File: src/core/cs_unit_params.svh
`ifndef CS_UNIT_PARAMS_SVH
`define CS_UNIT_PARAMS_SVH

// ----------------------------------------
// register map, word writes in I/O space
// ----------------------------------------
`define CSU_ADDR_UPPER 16'hffa0
`define CSU_ADDR_LOWER 16'hffa2
`define CSU_ADDR_PBASE 16'hffa4
`define CSU_ADDR_MIDDLE 16'hffa6
`define CSU_ADDR_PMODE 16'hffa8
`define CSU_REG_PAGE 8'hff

// ----------------------------------------
// reset values
// ----------------------------------------
`define CSU_RST_UPPER 16'h0003
`define CSU_RST_LOWER 16'h0003
`define CSU_RST_PBASE 16'h0007
`define CSU_RST_MIDDLE 16'h8001
`define CSU_RST_PMODE 16'h0007

// ----------------------------------------
// field positions and masks
// ----------------------------------------
`define CSU_MEM_WAIT_MSB 1
`define CSU_LOWER_MASK 16'h0003
`define CSU_UPPER_MASK 16'h0003
`define CSU_PBASE_MASK 16'hff07
`define CSU_MIDDLE_MASK 16'hff01
`define CSU_PMODE_MASK 16'h000f
`define CSU_PWAIT_MSB 2
`define CSU_PAGE_LSB 8
`define CSU_MIDDLE_EN_BIT 0
`define CSU_PMODE_SEL_BIT 0
`define CSU_PMODE_WAIT_LSB 1

// ----------------------------------------
// address map
// ----------------------------------------
`define CSU_UPPER_BIT 19
`define CSU_MIDDLE_SIZE 20'h40000
`define CSU_PERIPH_COUNT 7
`define CSU_PCS_LOW_GROUP 5

// ----------------------------------------
// timing
// ----------------------------------------
`define CSU_CLK_PERIOD_NS 20
`define CSU_STROBE_BASE_NS 100
`define CSU_WAIT_STEP_NS 25

`endif

File: src/core/cs_unit_pkg.sv
package cs_unit_pkg;
  typedef enum logic [0:0] {
    ST_IDLE = 1'b0,
    ST_HOLD = 1'b1
  } csu_state_t;

  typedef logic [4:0] cyc_count_t;
  typedef logic [3:0] wait_count_t;
endpackage

File: src/core/wait_state_counter.sv
`timescale 1ns/100ps
`include "cs_unit_params.svh"

module wait_state_counter
  import cs_unit_pkg::*;
(
  input wire logic sys_clk,
  input wire logic rst_b,
  input wire logic load,
  input wire cyc_count_t loadCount,
  output logic busy,
  output logic expire
);
  cyc_count_t count_r;
  cyc_count_t count_nxt;

  // load on select assertion, count down, expire on the last held cycle
  assign count_nxt = load ? loadCount : (busy ? count_r - 5'h01 : count_r);
  assign busy = (count_r != 5'h00);
  assign expire = (count_r == 5'h01);

  always_ff @(posedge sys_clk or negedge rst_b) begin
    if (!rst_b) begin
      count_r <= 5'h00;
    end else begin
      count_r <= count_nxt;
    end
  end
endmodule

File: src/core/select_decoder.sv
`timescale 1ns/100ps
`include "cs_unit_params.svh"

module select_decoder
  import cs_unit_pkg::*;
#(
  parameter int PERIPH_COUNT = `CSU_PERIPH_COUNT
) (
  input wire logic isIo,
  input wire logic [19:0] memAddr,
  input wire logic [15:0] ioAddr,
  input wire logic [15:0] pbaseCfg,
  input wire logic [15:0] middleCfg,
  input wire logic [15:0] pmodeCfg,
  output logic upperHit,
  output logic lowerHit,
  output logic middleHit,
  output logic regHit,
  output logic [PERIPH_COUNT-1:0] periphHit
);
  logic [7:0] pageDelta;
  logic [19:0] middleBase;
  logic [19:0] middleOff;
  logic [PERIPH_COUNT-1:0] periphOne;

  // memory and I/O spaces never overlap in decode
  assign upperHit = !isIo && memAddr[`CSU_UPPER_BIT];
  assign lowerHit = !isIo && !memAddr[`CSU_UPPER_BIT];
  assign middleBase = {middleCfg[15:`CSU_PAGE_LSB], 12'h000};
  assign middleOff = memAddr - middleBase;
  assign middleHit = !isIo && middleCfg[`CSU_MIDDLE_EN_BIT] &&
                     (memAddr >= middleBase) && (middleOff < `CSU_MIDDLE_SIZE);
  assign regHit = isIo && (ioAddr[15:`CSU_PAGE_LSB] == `CSU_REG_PAGE);
  // one select per 0x100 page above the programmed base
  assign pageDelta = ioAddr[15:`CSU_PAGE_LSB] - pbaseCfg[15:`CSU_PAGE_LSB];
  assign periphOne = (pageDelta < 8'(PERIPH_COUNT)) ?
                     PERIPH_COUNT'(1) << pageDelta[2:0] : '0;
  // five and six only act as selects when the mode bit says so
  assign periphHit = (isIo && !regHit) ?
                     (periphOne & ~(pmodeCfg[`CSU_PMODE_SEL_BIT] ? '0 :
                     PERIPH_COUNT'(7'h60))) : '0;
endmodule

File: src/core/chip_select_wait_state_unit.sv
`timescale 1ns/100ps
`include "cs_unit_params.svh"

module chip_select_wait_state_unit
  import cs_unit_pkg::*;
#(
  parameter int PERIPH_COUNT = `CSU_PERIPH_COUNT
) (
  input wire logic sys_clk,
  input wire logic rst_b,
  input wire logic cycleStart,
  input wire logic cycleIsIo,
  input wire logic cycleWrite,
  input wire logic cycleWord,
  input wire logic [15:0] segment,
  input wire logic [15:0] offset,
  input wire logic [15:0] ioAddr,
  input wire logic [15:0] wrData,
  output logic upper_memory_select_b,
  output logic lower_memory_select_b,
  output logic first_middle_memory_select_b,
  output logic [PERIPH_COUNT-1:0] peripheral_selects_b,
  output logic ioStrobe,
  output logic cycleDone,
  output logic [15:0] rdData
);
  // ----------------------------------------
  // helpers
  // ----------------------------------------
  function automatic wait_count_t waitFromCode(input logic [2:0] code);
    unique case (code)
      3'h4: waitFromCode = 4'h5;
      3'h5: waitFromCode = 4'h7;
      3'h6: waitFromCode = 4'h9;
      3'h7: waitFromCode = 4'hf;
      default: waitFromCode = {1'b0, code};
    endcase
  endfunction

  // least time rounds up to whole clocks, so 25 ns steps never shorten
  function automatic cyc_count_t strobeCycles(input wait_count_t waits);
    int ns;
    ns = `CSU_STROBE_BASE_NS + `CSU_WAIT_STEP_NS * int'(waits);
    strobeCycles = cyc_count_t'((ns + `CSU_CLK_PERIOD_NS - 1) / `CSU_CLK_PERIOD_NS);
  endfunction

  // ----------------------------------------
  // registers and state
  // ----------------------------------------
  logic [15:0] upperCfg_r;
  logic [15:0] lowerCfg_r;
  logic [15:0] pbaseCfg_r;
  logic [15:0] middleCfg_r;
  logic [15:0] pmodeCfg_r;
  csu_state_t state_r;
  csu_state_t state_nxt;
  logic upperSelB_r;
  logic lowerSelB_r;
  logic middleSelB_r;
  logic [PERIPH_COUNT-1:0] periphSelB_r;
  logic ioStrobe_r;
  logic cycleDone_r;
  logic [15:0] rdData_r;
  logic upperSelB_nxt;
  logic lowerSelB_nxt;
  logic middleSelB_nxt;
  logic [PERIPH_COUNT-1:0] periphSelB_nxt;
  logic ioStrobe_nxt;
  logic cycleDone_nxt;

  // ----------------------------------------
  // decode
  // ----------------------------------------
  logic [19:0] memAddr;
  logic upperHit;
  logic lowerHit;
  logic middleHit;
  logic regHit;
  logic [PERIPH_COUNT-1:0] periphHit;
  logic highGroup;
  logic anyPeriph;
  logic anyMem;
  logic accept;
  logic regAccess;
  logic wordWrite;
  wait_count_t upperWaits;
  wait_count_t lowerWaits;
  wait_count_t periphWaits;
  wait_count_t cycleWaits;
  cyc_count_t loadCount;
  logic loadCounter;
  logic counterBusy;
  logic counterExpire;
  logic [15:0] regRead;
  logic atUpper;
  logic atLower;
  logic atPbase;
  logic atMiddle;
  logic atPmode;
  logic wrUpper;
  logic wrLower;
  logic wrPbase;
  logic wrMiddle;
  logic wrPmode;

  assign memAddr = {segment, 4'h0} + {4'h0, offset};

  select_decoder #(
    .PERIPH_COUNT(PERIPH_COUNT)
  ) decoder (
    .isIo(cycleIsIo),
    .memAddr(memAddr),
    .ioAddr(ioAddr),
    .pbaseCfg(pbaseCfg_r),
    .middleCfg(middleCfg_r),
    .pmodeCfg(pmodeCfg_r),
    .upperHit(upperHit),
    .lowerHit(lowerHit),
    .middleHit(middleHit),
    .regHit(regHit),
    .periphHit(periphHit)
  );

  assign accept = cycleStart && (state_r == ST_IDLE) && !counterBusy;
  assign regAccess = accept && regHit;
  // byte writes to the control block are dropped, the master must use words
  assign wordWrite = regAccess && cycleWrite && cycleWord;
  assign anyPeriph = |periphHit;
  assign anyMem = !cycleIsIo;
  assign highGroup = |periphHit[PERIPH_COUNT-1:`CSU_PCS_LOW_GROUP];

  assign upperWaits = {2'h0, upperCfg_r[`CSU_MEM_WAIT_MSB:0]};
  // lower cycles never sample a ready input; pseudo-static mode is absent
  assign lowerWaits = {2'h0, lowerCfg_r[`CSU_MEM_WAIT_MSB:0]};
  assign periphWaits = highGroup ?
    waitFromCode(pmodeCfg_r[`CSU_PMODE_WAIT_LSB +: 3]) :
    waitFromCode(pbaseCfg_r[`CSU_PWAIT_MSB:0]);
  assign cycleWaits = cycleIsIo ? periphWaits : (upperHit ? upperWaits : lowerWaits);
  assign loadCount = strobeCycles(cycleWaits);
  assign loadCounter = accept && !regHit && (anyPeriph || anyMem);

  // ----------------------------------------
  // register access
  // ----------------------------------------
  // one compare per register, shared by read mux and write strobes
  assign atUpper = (ioAddr == `CSU_ADDR_UPPER);
  assign atLower = (ioAddr == `CSU_ADDR_LOWER);
  assign atPbase = (ioAddr == `CSU_ADDR_PBASE);
  assign atMiddle = (ioAddr == `CSU_ADDR_MIDDLE);
  assign atPmode = (ioAddr == `CSU_ADDR_PMODE);
  assign wrUpper = wordWrite && atUpper;
  assign wrLower = wordWrite && atLower;
  assign wrPbase = wordWrite && atPbase;
  assign wrMiddle = wordWrite && atMiddle;
  assign wrPmode = wordWrite && atPmode;

  assign regRead = atUpper ? upperCfg_r :
                   atLower ? lowerCfg_r :
                   atPbase ? pbaseCfg_r :
                   atMiddle ? middleCfg_r :
                   atPmode ? pmodeCfg_r : 16'h0000;

  // ----------------------------------------
  // cycle state and next values
  // ----------------------------------------
  always_comb begin
    state_nxt = state_r;
    unique case (state_r)
      ST_IDLE: begin
        if (loadCounter) begin
          state_nxt = ST_HOLD;
        end
      end
      ST_HOLD: begin
        if (counterExpire) begin
          state_nxt = ST_IDLE;
        end
      end
    endcase
  end

  // selects kept low-true in their flops, so pins come straight off registers
  assign upperSelB_nxt = loadCounter ? !upperHit :
                         (counterExpire ? 1'b1 : upperSelB_r);
  assign lowerSelB_nxt = loadCounter ? !lowerHit :
                         (counterExpire ? 1'b1 : lowerSelB_r);
  assign middleSelB_nxt = loadCounter ? !middleHit :
                          (counterExpire ? 1'b1 : middleSelB_r);
  assign periphSelB_nxt = loadCounter ? ~periphHit :
                          (counterExpire ? '1 : periphSelB_r);
  assign ioStrobe_nxt = loadCounter ? anyPeriph :
                        (counterExpire ? 1'b0 : ioStrobe_r);
  // an I/O cycle that hits nothing still completes; rdData changes only on register-page reads
  assign cycleDone_nxt = counterExpire || (accept && !loadCounter);

  wait_state_counter counter (
    .sys_clk(sys_clk),
    .rst_b(rst_b),
    .load(loadCounter),
    .loadCount(loadCount),
    .busy(counterBusy),
    .expire(counterExpire)
  );

  // ----------------------------------------
  // configuration registers
  // ----------------------------------------
  always_ff @(posedge sys_clk or negedge rst_b) begin
    if (!rst_b) begin
      upperCfg_r <= `CSU_RST_UPPER;
    end else if (wrUpper) begin
      upperCfg_r <= wrData & `CSU_UPPER_MASK;
    end
  end

  always_ff @(posedge sys_clk or negedge rst_b) begin
    if (!rst_b) begin
      lowerCfg_r <= `CSU_RST_LOWER;
    end else if (wrLower) begin
      lowerCfg_r <= wrData & `CSU_LOWER_MASK;
    end
  end

  always_ff @(posedge sys_clk or negedge rst_b) begin
    if (!rst_b) begin
      pbaseCfg_r <= `CSU_RST_PBASE;
    end else if (wrPbase) begin
      pbaseCfg_r <= wrData & `CSU_PBASE_MASK;
    end
  end

  always_ff @(posedge sys_clk or negedge rst_b) begin
    if (!rst_b) begin
      middleCfg_r <= `CSU_RST_MIDDLE;
    end else if (wrMiddle) begin
      middleCfg_r <= wrData & `CSU_MIDDLE_MASK;
    end
  end

  always_ff @(posedge sys_clk or negedge rst_b) begin
    if (!rst_b) begin
      pmodeCfg_r <= `CSU_RST_PMODE;
    end else if (wrPmode) begin
      pmodeCfg_r <= wrData & `CSU_PMODE_MASK;
    end
  end

  // ----------------------------------------
  // cycle control and selects
  // ----------------------------------------
  always_ff @(posedge sys_clk or negedge rst_b) begin
    if (!rst_b) begin
      state_r <= ST_IDLE;
      upperSelB_r <= 1'b1;
      lowerSelB_r <= 1'b1;
      middleSelB_r <= 1'b1;
      periphSelB_r <= '1;
      ioStrobe_r <= 1'b0;
    end else begin
      state_r <= state_nxt;
      upperSelB_r <= upperSelB_nxt;
      lowerSelB_r <= lowerSelB_nxt;
      middleSelB_r <= middleSelB_nxt;
      periphSelB_r <= periphSelB_nxt;
      ioStrobe_r <= ioStrobe_nxt;
    end
  end

  // ----------------------------------------
  // completion and read data
  // ----------------------------------------
  always_ff @(posedge sys_clk or negedge rst_b) begin
    if (!rst_b) begin
      cycleDone_r <= 1'b0;
      rdData_r <= 16'h0000;
    end else begin
      cycleDone_r <= cycleDone_nxt;
      if (regAccess && !cycleWrite) begin
        rdData_r <= regRead;
      end
    end
  end

  // ----------------------------------------
  // outputs
  // ----------------------------------------
  assign upper_memory_select_b = upperSelB_r;
  assign lower_memory_select_b = lowerSelB_r;
  assign first_middle_memory_select_b = middleSelB_r;
  assign peripheral_selects_b = periphSelB_r;
  assign ioStrobe = ioStrobe_r;
  assign cycleDone = cycleDone_r;
  assign rdData = rdData_r;
endmodule

File: config.mk
export PLATFORM = sky130hd
export DESIGN_NAME = chip_select_wait_state_unit
export DESIGN_NICKNAME = d
export VERILOG_FILES = /design/src/core/cs_unit_pkg.sv /design/src/core/wait_state_counter.sv /design/src/core/select_decoder.sv /design/src/core/chip_select_wait_state_unit.sv
export VERILOG_INCLUDE_DIRS = /design/src /design/src/core
export SDC_FILE = /design/constraint.sdc
export NUM_CORES = 1
export LEC_CHECK = 0
export ABC_AREA = 1
export BUFFER_PORTS_ARGS = -buffer_cell sky130_fd_sc_hd__buf_2
export CORE_MARGIN = 2
export CORE_UTILIZATION = 35
export CTS_BUF_LIST = sky130_fd_sc_hd__clkbuf_2
export CTS_CLUSTER_SIZE = 16
export DETAILED_ROUTE_END_ITERATION = 10
export GPL_ROUTABILITY_DRIVEN = 0
export GPL_TIMING_DRIVEN = 0
export PLACE_DENSITY = 0.62
export SLEW_MARGIN = 40
export SYNTH_ARGS = -nofsm -noshare
export SYNTH_HDL_FRONTEND = slang
export SYNTH_HIERARCHICAL = 1
export SYNTH_SLANG_ARGS = --single-unit
export TNS_END_PERCENT = 50
File: constraint.sdc
create_clock -name sys_clk -period 7.7 [get_ports sys_clk]
set_clock_uncertainty 0.05 [all_clocks]
set_input_delay 0.77 -clock sys_clk [delete_from_list [all_inputs] [get_ports sys_clk]]
set_output_delay 0.77 -clock sys_clk [all_outputs]
set_load 0.01 [all_outputs]
# After elaboration in Yosys (flattened, before gate mapping)
# Cells that the tools add are included.
dict set report classes {
  addsub 7
  mul 1
  n_div 1
  n_lt_le_gt_ge 3
  eq_ne 15
  n_shift 1
  mux 26
  n_bitwise 4
  reduce_logical 37
}
# op n
set op_table {}
lappend op_table {{== test 16 bit (second input constant)} 5}
lappend op_table {{2-to-1 mux 16 bit} 4}
lappend op_table {{2-to-1 mux 7 bit} 5}
lappend op_table {{divider 32 x 6 -> 32 bit (second input constant)} 1}
lappend op_table {{one-hot mux 4 bit (4 select lines)} 2}
lappend op_table {{== test 3 bit (second input constant)} 8}
lappend op_table {{logical AND 1 bit} 21}
lappend op_table {{adder 20 x 16 -> 20 bit} 1}
lappend op_table {{>= comparator 20 bit} 1}
lappend op_table {{less-than comparator 20 x 19 -> 1 bit (second input constant)} 1}
lappend op_table {{subtractor 20 bit} 1}
lappend op_table {{inverter 7 bit} 2}
lappend op_table {{2-to-1 mux 4 bit} 3}
lappend op_table {{subtractor 11 x 1 -> 12 bit (second input constant)} 1}
lappend op_table {{adder 10 x 5 -> 11 bit (second input constant)} 1}
lappend op_table {{adder 7 x 9 -> 10 bit (first input constant)} 1}
lappend op_table {{2-to-1 mux 5 bit} 2}
lappend op_table {{logical NOT 1 bit} 9}
lappend op_table {{multiplier 5 x 4 -> 9 bit (first input constant)} 1}
lappend op_table {{== test 8 bit (second input constant)} 1}
lappend op_table {{less-than comparator 8 x 3 -> 1 bit (second input constant)} 1}
lappend op_table {{2-to-1 mux 1 bit} 8}
lappend op_table {{subtractor 8 bit} 1}
lappend op_table {{bitwise AND 7 bit} 1}
lappend op_table {{11 further kinds} 13}
dict set report word_totals {
  ff_bits 62
  in_bits 70
}

# Logic depth before layout (Yosys ltp)
dict set report depth {
  ltp_word 14
  ltp_mapped 63
  depth_no_buf 63
}

# Hierarchy
# Netlist, hierarchy kept.
# mod n_inst cells_each area_each_um2 seq_area_each_um2
set by_module_without_submodules {}
lappend by_module_without_submodules {chip_select_wait_state_unit 1 559 4267.8 1353.8}
lappend by_module_without_submodules {select_decoder 1 166 944.7 0.0}
lappend by_module_without_submodules {wait_state_counter 1 49 321.6 125.1}

# Worst setup path after synthesis
# Ideal clock, no wire load.
dict set report synth_path {
  kind {input -> register}
  from {input offset[6]}
  to {register counter.count_r[0]}
  setup_ns 0.127
  t_arrival_ns 7.275
  required_ns 7.523
  path_slack_ns 0.248
  path_stages 57
  path_buffers 0
  path_cell_list {ha_1 > nand3_1 > nand2_1 > a21oi_1 > inv_1 > a21oi_1 > o21ai_0 > a21oi_1 > o21bai_1 > a21oi_1 > o21bai_1 > nand2_1 > a21boi_0 > nand3_1 > xnor2_1 > inv_1 > nor2_1 > nand2_1 > [... 21 more ...] > nand2_4 > nand3_4 > nand2_1 > nand3_2 > nand2_2 > nand3_4 > nand2_1 > nand3_1 > nor2_4 > nand3_4 > nand2_1 > nand3_1 > nor2_1 > nand4_1 > nand2_1 > o21ai_0 > nand2_1 > o21ai_0}
}
dict set report synth_between {
  elab_chain_len 10
}
# element line_no
set synth_lines {}
lappend synth_lines {{start: declaration} chip_select_wait_state_unit.sv:16} ;# input wire logic [15:0] offset,
lappend synth_lines {{adder 20 x 16 -> 20 bit} chip_select_wait_state_unit.sv:106} ;# assign memAddr = {segment, 4'h0} + {4'h0, offset};
lappend synth_lines {{named net memAddr[19]} chip_select_wait_state_unit.sv:74} ;# logic [19:0] memAddr;
lappend synth_lines {{logical AND 1 bit} select_decoder.sv:27} ;# assign upperHit = !isIo && memAddr[`CSU_UPPER_BIT];
lappend synth_lines {{named net upperHit} chip_select_wait_state_unit.sv:75} ;# logic upperHit;
lappend synth_lines {{2-to-1 mux 2 bit} chip_select_wait_state_unit.sv:138} ;# assign cycleWaits = cycleIsIo ? periphWaits : (upperHit ? upperWaits : lowerWaits);
lappend synth_lines {{2-to-1 mux 4 bit} chip_select_wait_state_unit.sv:138}
lappend synth_lines {{multiplier 5 x 4 -> 9 bit (no line)} --}
lappend synth_lines {{adder 7 x 9 -> 10 bit (no line)} --}
lappend synth_lines {{adder 10 x 5 -> 11 bit (no line)} --}
lappend synth_lines {{subtractor 11 x 1 -> 12 bit} chip_select_wait_state_unit.sv:44} ;# strobeCycles = cyc_count_t'((ns + `CSU_CLK_PERIOD_NS - 1) / `CSU_CLK_PERIOD_NS);
lappend synth_lines {{divider 32 x 6 -> 32 bit (no line)} --}
lappend synth_lines {{named net loadCount[0]} chip_select_wait_state_unit.sv:90} ;# cyc_count_t loadCount;
lappend synth_lines {{2-to-1 mux 5 bit} wait_state_counter.sv:18} ;# assign count_nxt = load ? loadCount : (busy ? count_r - 5'h01 : count_r);
lappend synth_lines {{end signal: assignment} wait_state_counter.sv:26} ;# count_r <= count_nxt;
lappend synth_lines {{end: declaration} wait_state_counter.sv:14} ;# cyc_count_t count_r;
# The timed path passes the listed nets, and every way through them passes these cells.
# A chain may end at the register's enable or synchronous reset.

# Worst setup path after layout
# Ends and elaborated chain as after synthesis.

==> impl_results.md <==
- Pwr/cell area: 133.2 nW/um^2
- Worst-Skew Late Latency: 0.51 ns
- Status: complete, no violations
- HP Class: in -> async
- FF-to-FF path depth: 53
- Peak VDD IR: 79.35 uV
- # placed instances: roughly 1100
- Max-Cap Viols: 0
- Worst r2r dst: counter/count_r[0]
- Die width: 129.1 um
- H-tree depth: 3
- ANT cells: 0
- Area Overhead vs Synth: 22.38%
- Ratio of cells with drive above 1 in the final layout: approximately 30%
- Final period util: 95.31%
- Actual slew at the worst max-slew pin: 0.7515 ns
- Num rows: 45
- Initial antenna violation count: 0
- Pin count of the biggest net entering global routing: 59
- Total area of sequential cells: between 1000 and 1500 sq um
- Most common cell on crit path: nand2_1
- CP max stage cell: fa_2
- Port Buffer Count: 85
- Worst EP required: 8.06 ns
- Wire per inst: about 12 um
- Final ANT Viol Nets: 0
- Worst r2r src: pbaseCfg_r[8]
- Slew HR: 49.90%
- Synth Instances: 767
- Final hold vios: 0
- Yosys warning count: 6
- Initial Utilization: 35.90%
- TritonCTS Buffers: 9
- Root buf cell: clkbuf_2
- Worst path max stage delay: 0.46 ns
- WP data arrival: 7.70 ns
- First-pass GRT wire length: 20980 um
- Worst Path Class, Setup: in -> reg
- CP Buf/Inv Count: 8
- Crit-path max FO: 7
- Max Buffers Root-to-Sink: 2
- 1st-iter DRT viols: 200
- Final net count: 1005
- Clk pin slew, worst setup/hold paths: 0.19 ns
- Commonest non-fill, non-tap cells in the layout: 177 x nand2_1, 117 x inv_1, 85 x buf_2
- CTS sink cnt: 58
- CP Launch Type: input port
- Hold_ws: 0.2485 ns
- Post-Syn Area: 5478 sq um
- Final setup TNS: 0 ns
- Top achievable clock speed: 136.3 MHz
- CP endpoint kind: register
- Core footprint: ~15000 sq um
- # DRC: 0
- Flop-to-flop setup slack: 0.49 ns
- Min cycle time layout: approximately 7.3 ns
- Grt total ovfl: 0
- Via total after detailed routing: 5032
- Fill count: 1610
- Via density: ~4.6
- Final setup viols: 0
- Die ar.: 16670 sq um
- GRT Overall Usage: 15.44%
- Commonest non-fill, non-tap cell in the layout: nand2_1
- Static leakage: 3.442 nW
- Post-Syn Area per Cell: roughly 7.1 sq um
- Die height: 129.1 um
- HPWL after DPL: 10110 um
- CP top delay family: simple AND/OR/NAND/NOR gates
- Finished Layout Cells: 1103
- I/O Pins: about 100
- Vias in the first global route: 4617
- Total Wirelength: 12990 um
- DR pass1 iterations: 4
- Multi-input gate area: 3704 sq um
- Final slew viol count: 0
- CTS tree: yes
## metrics by stage
step / util, % / instance area (sq um) / setup WS [ns] / power, W
2_1_floorplan: - / 5489 / 0.4728 / 0.0006016
3_3_place_gp: 40.49 / 6178 / -0.8293 / 0.0006796
3_5_place_dp: 40.59 / 6193 / -0.8908 / 0.0006846
4_1_cts: 41.28 / 6299 / 0.04288 / 0.0008547
5_1_grt: 43.94 / 6704 / -0.1081 / 0.0009719
6_report: 43.94 / 6704 / 0.3614 / 0.0008928
## final cells by class
| class | count | area share, % |
|---|---|---|
| Multi-Input combinational cell | 565 | 55.24 |
| Clock inverter | 5 | 0.4853 |
| Inverter | 135 | 7.633 |
| Sequential cell | 58 | 22.06 |
| Timing Repair Buffer | 106 | 8.735 |
| Clock buffer | 11 | 0.8212 |
| Tap cell | 211 | 3.938 |
| Buffer | 12 | 1.082 |
## registers in the layout, indices dropped and copies added, names as in the netlist
signal	cells
ioStrobe	1
counter/count_r	5
upper_memory_select_b	1
state_r	1
middleCfg_r	9
upperCfg_r	2
cycleDone	1
peripheral_selects_b	7
pmodeCfg_r	4
first_middle_memory_select_b	1
lowerCfg_r	2
rdData	12
pbaseCfg_r	11
lower_memory_select_b	1
## report_power, final
group          switching (W)  internal (W)  total, W
logic               0.000227      0.000155  0.000382
registers          0.0000144      0.000331  0.000345
clock network       0.000122     0.0000436  0.000166
## how the worst max path moves through the flow
stage	startpoint	endpoint	cells after the start
floorplan	ioAddr[8]	counter/count_r[0]	52
global placement	offset[6]	counter/count_r[0]	58
detailed placement	offset[6]	counter/count_r[0]	58
CTS	offset[6]	counter/count_r[0]	58
global route	offset[6]	counter/count_r[0]	59
finish	offset[6]	counter/count_r[0]	58
## layer usage
layer	GRT usage, %	vias up	share of wire [%]
met2	24.67	95	45
met3	3.303	8	4.1
met1	21.77	2239	50
met5	0	-	0
met4	2.749	0	0.56
li1	-	2690	-
## timing repair
item / in CTS / in global routing
pin swaps: 0 / 48
endpoints found under the setup margin: 2 / 2
setup buffers: 0 / 21
resized for setup: 4 / 58
hold buffers: 0 / 0
## worst reg2reg max path, delay by kind of cell (launching register included)
kind	cells	cell delay, ns
flip-flops	1	0.49
adder cells (fa/ha/maj)	5	1.71
AND/OR/NAND/NOR	38	4.00
AO/OA/AOI/OAI	4	0.50
buffers and inverters	6	0.42
No activity file was read; power rests on OpenSTA's default activity.
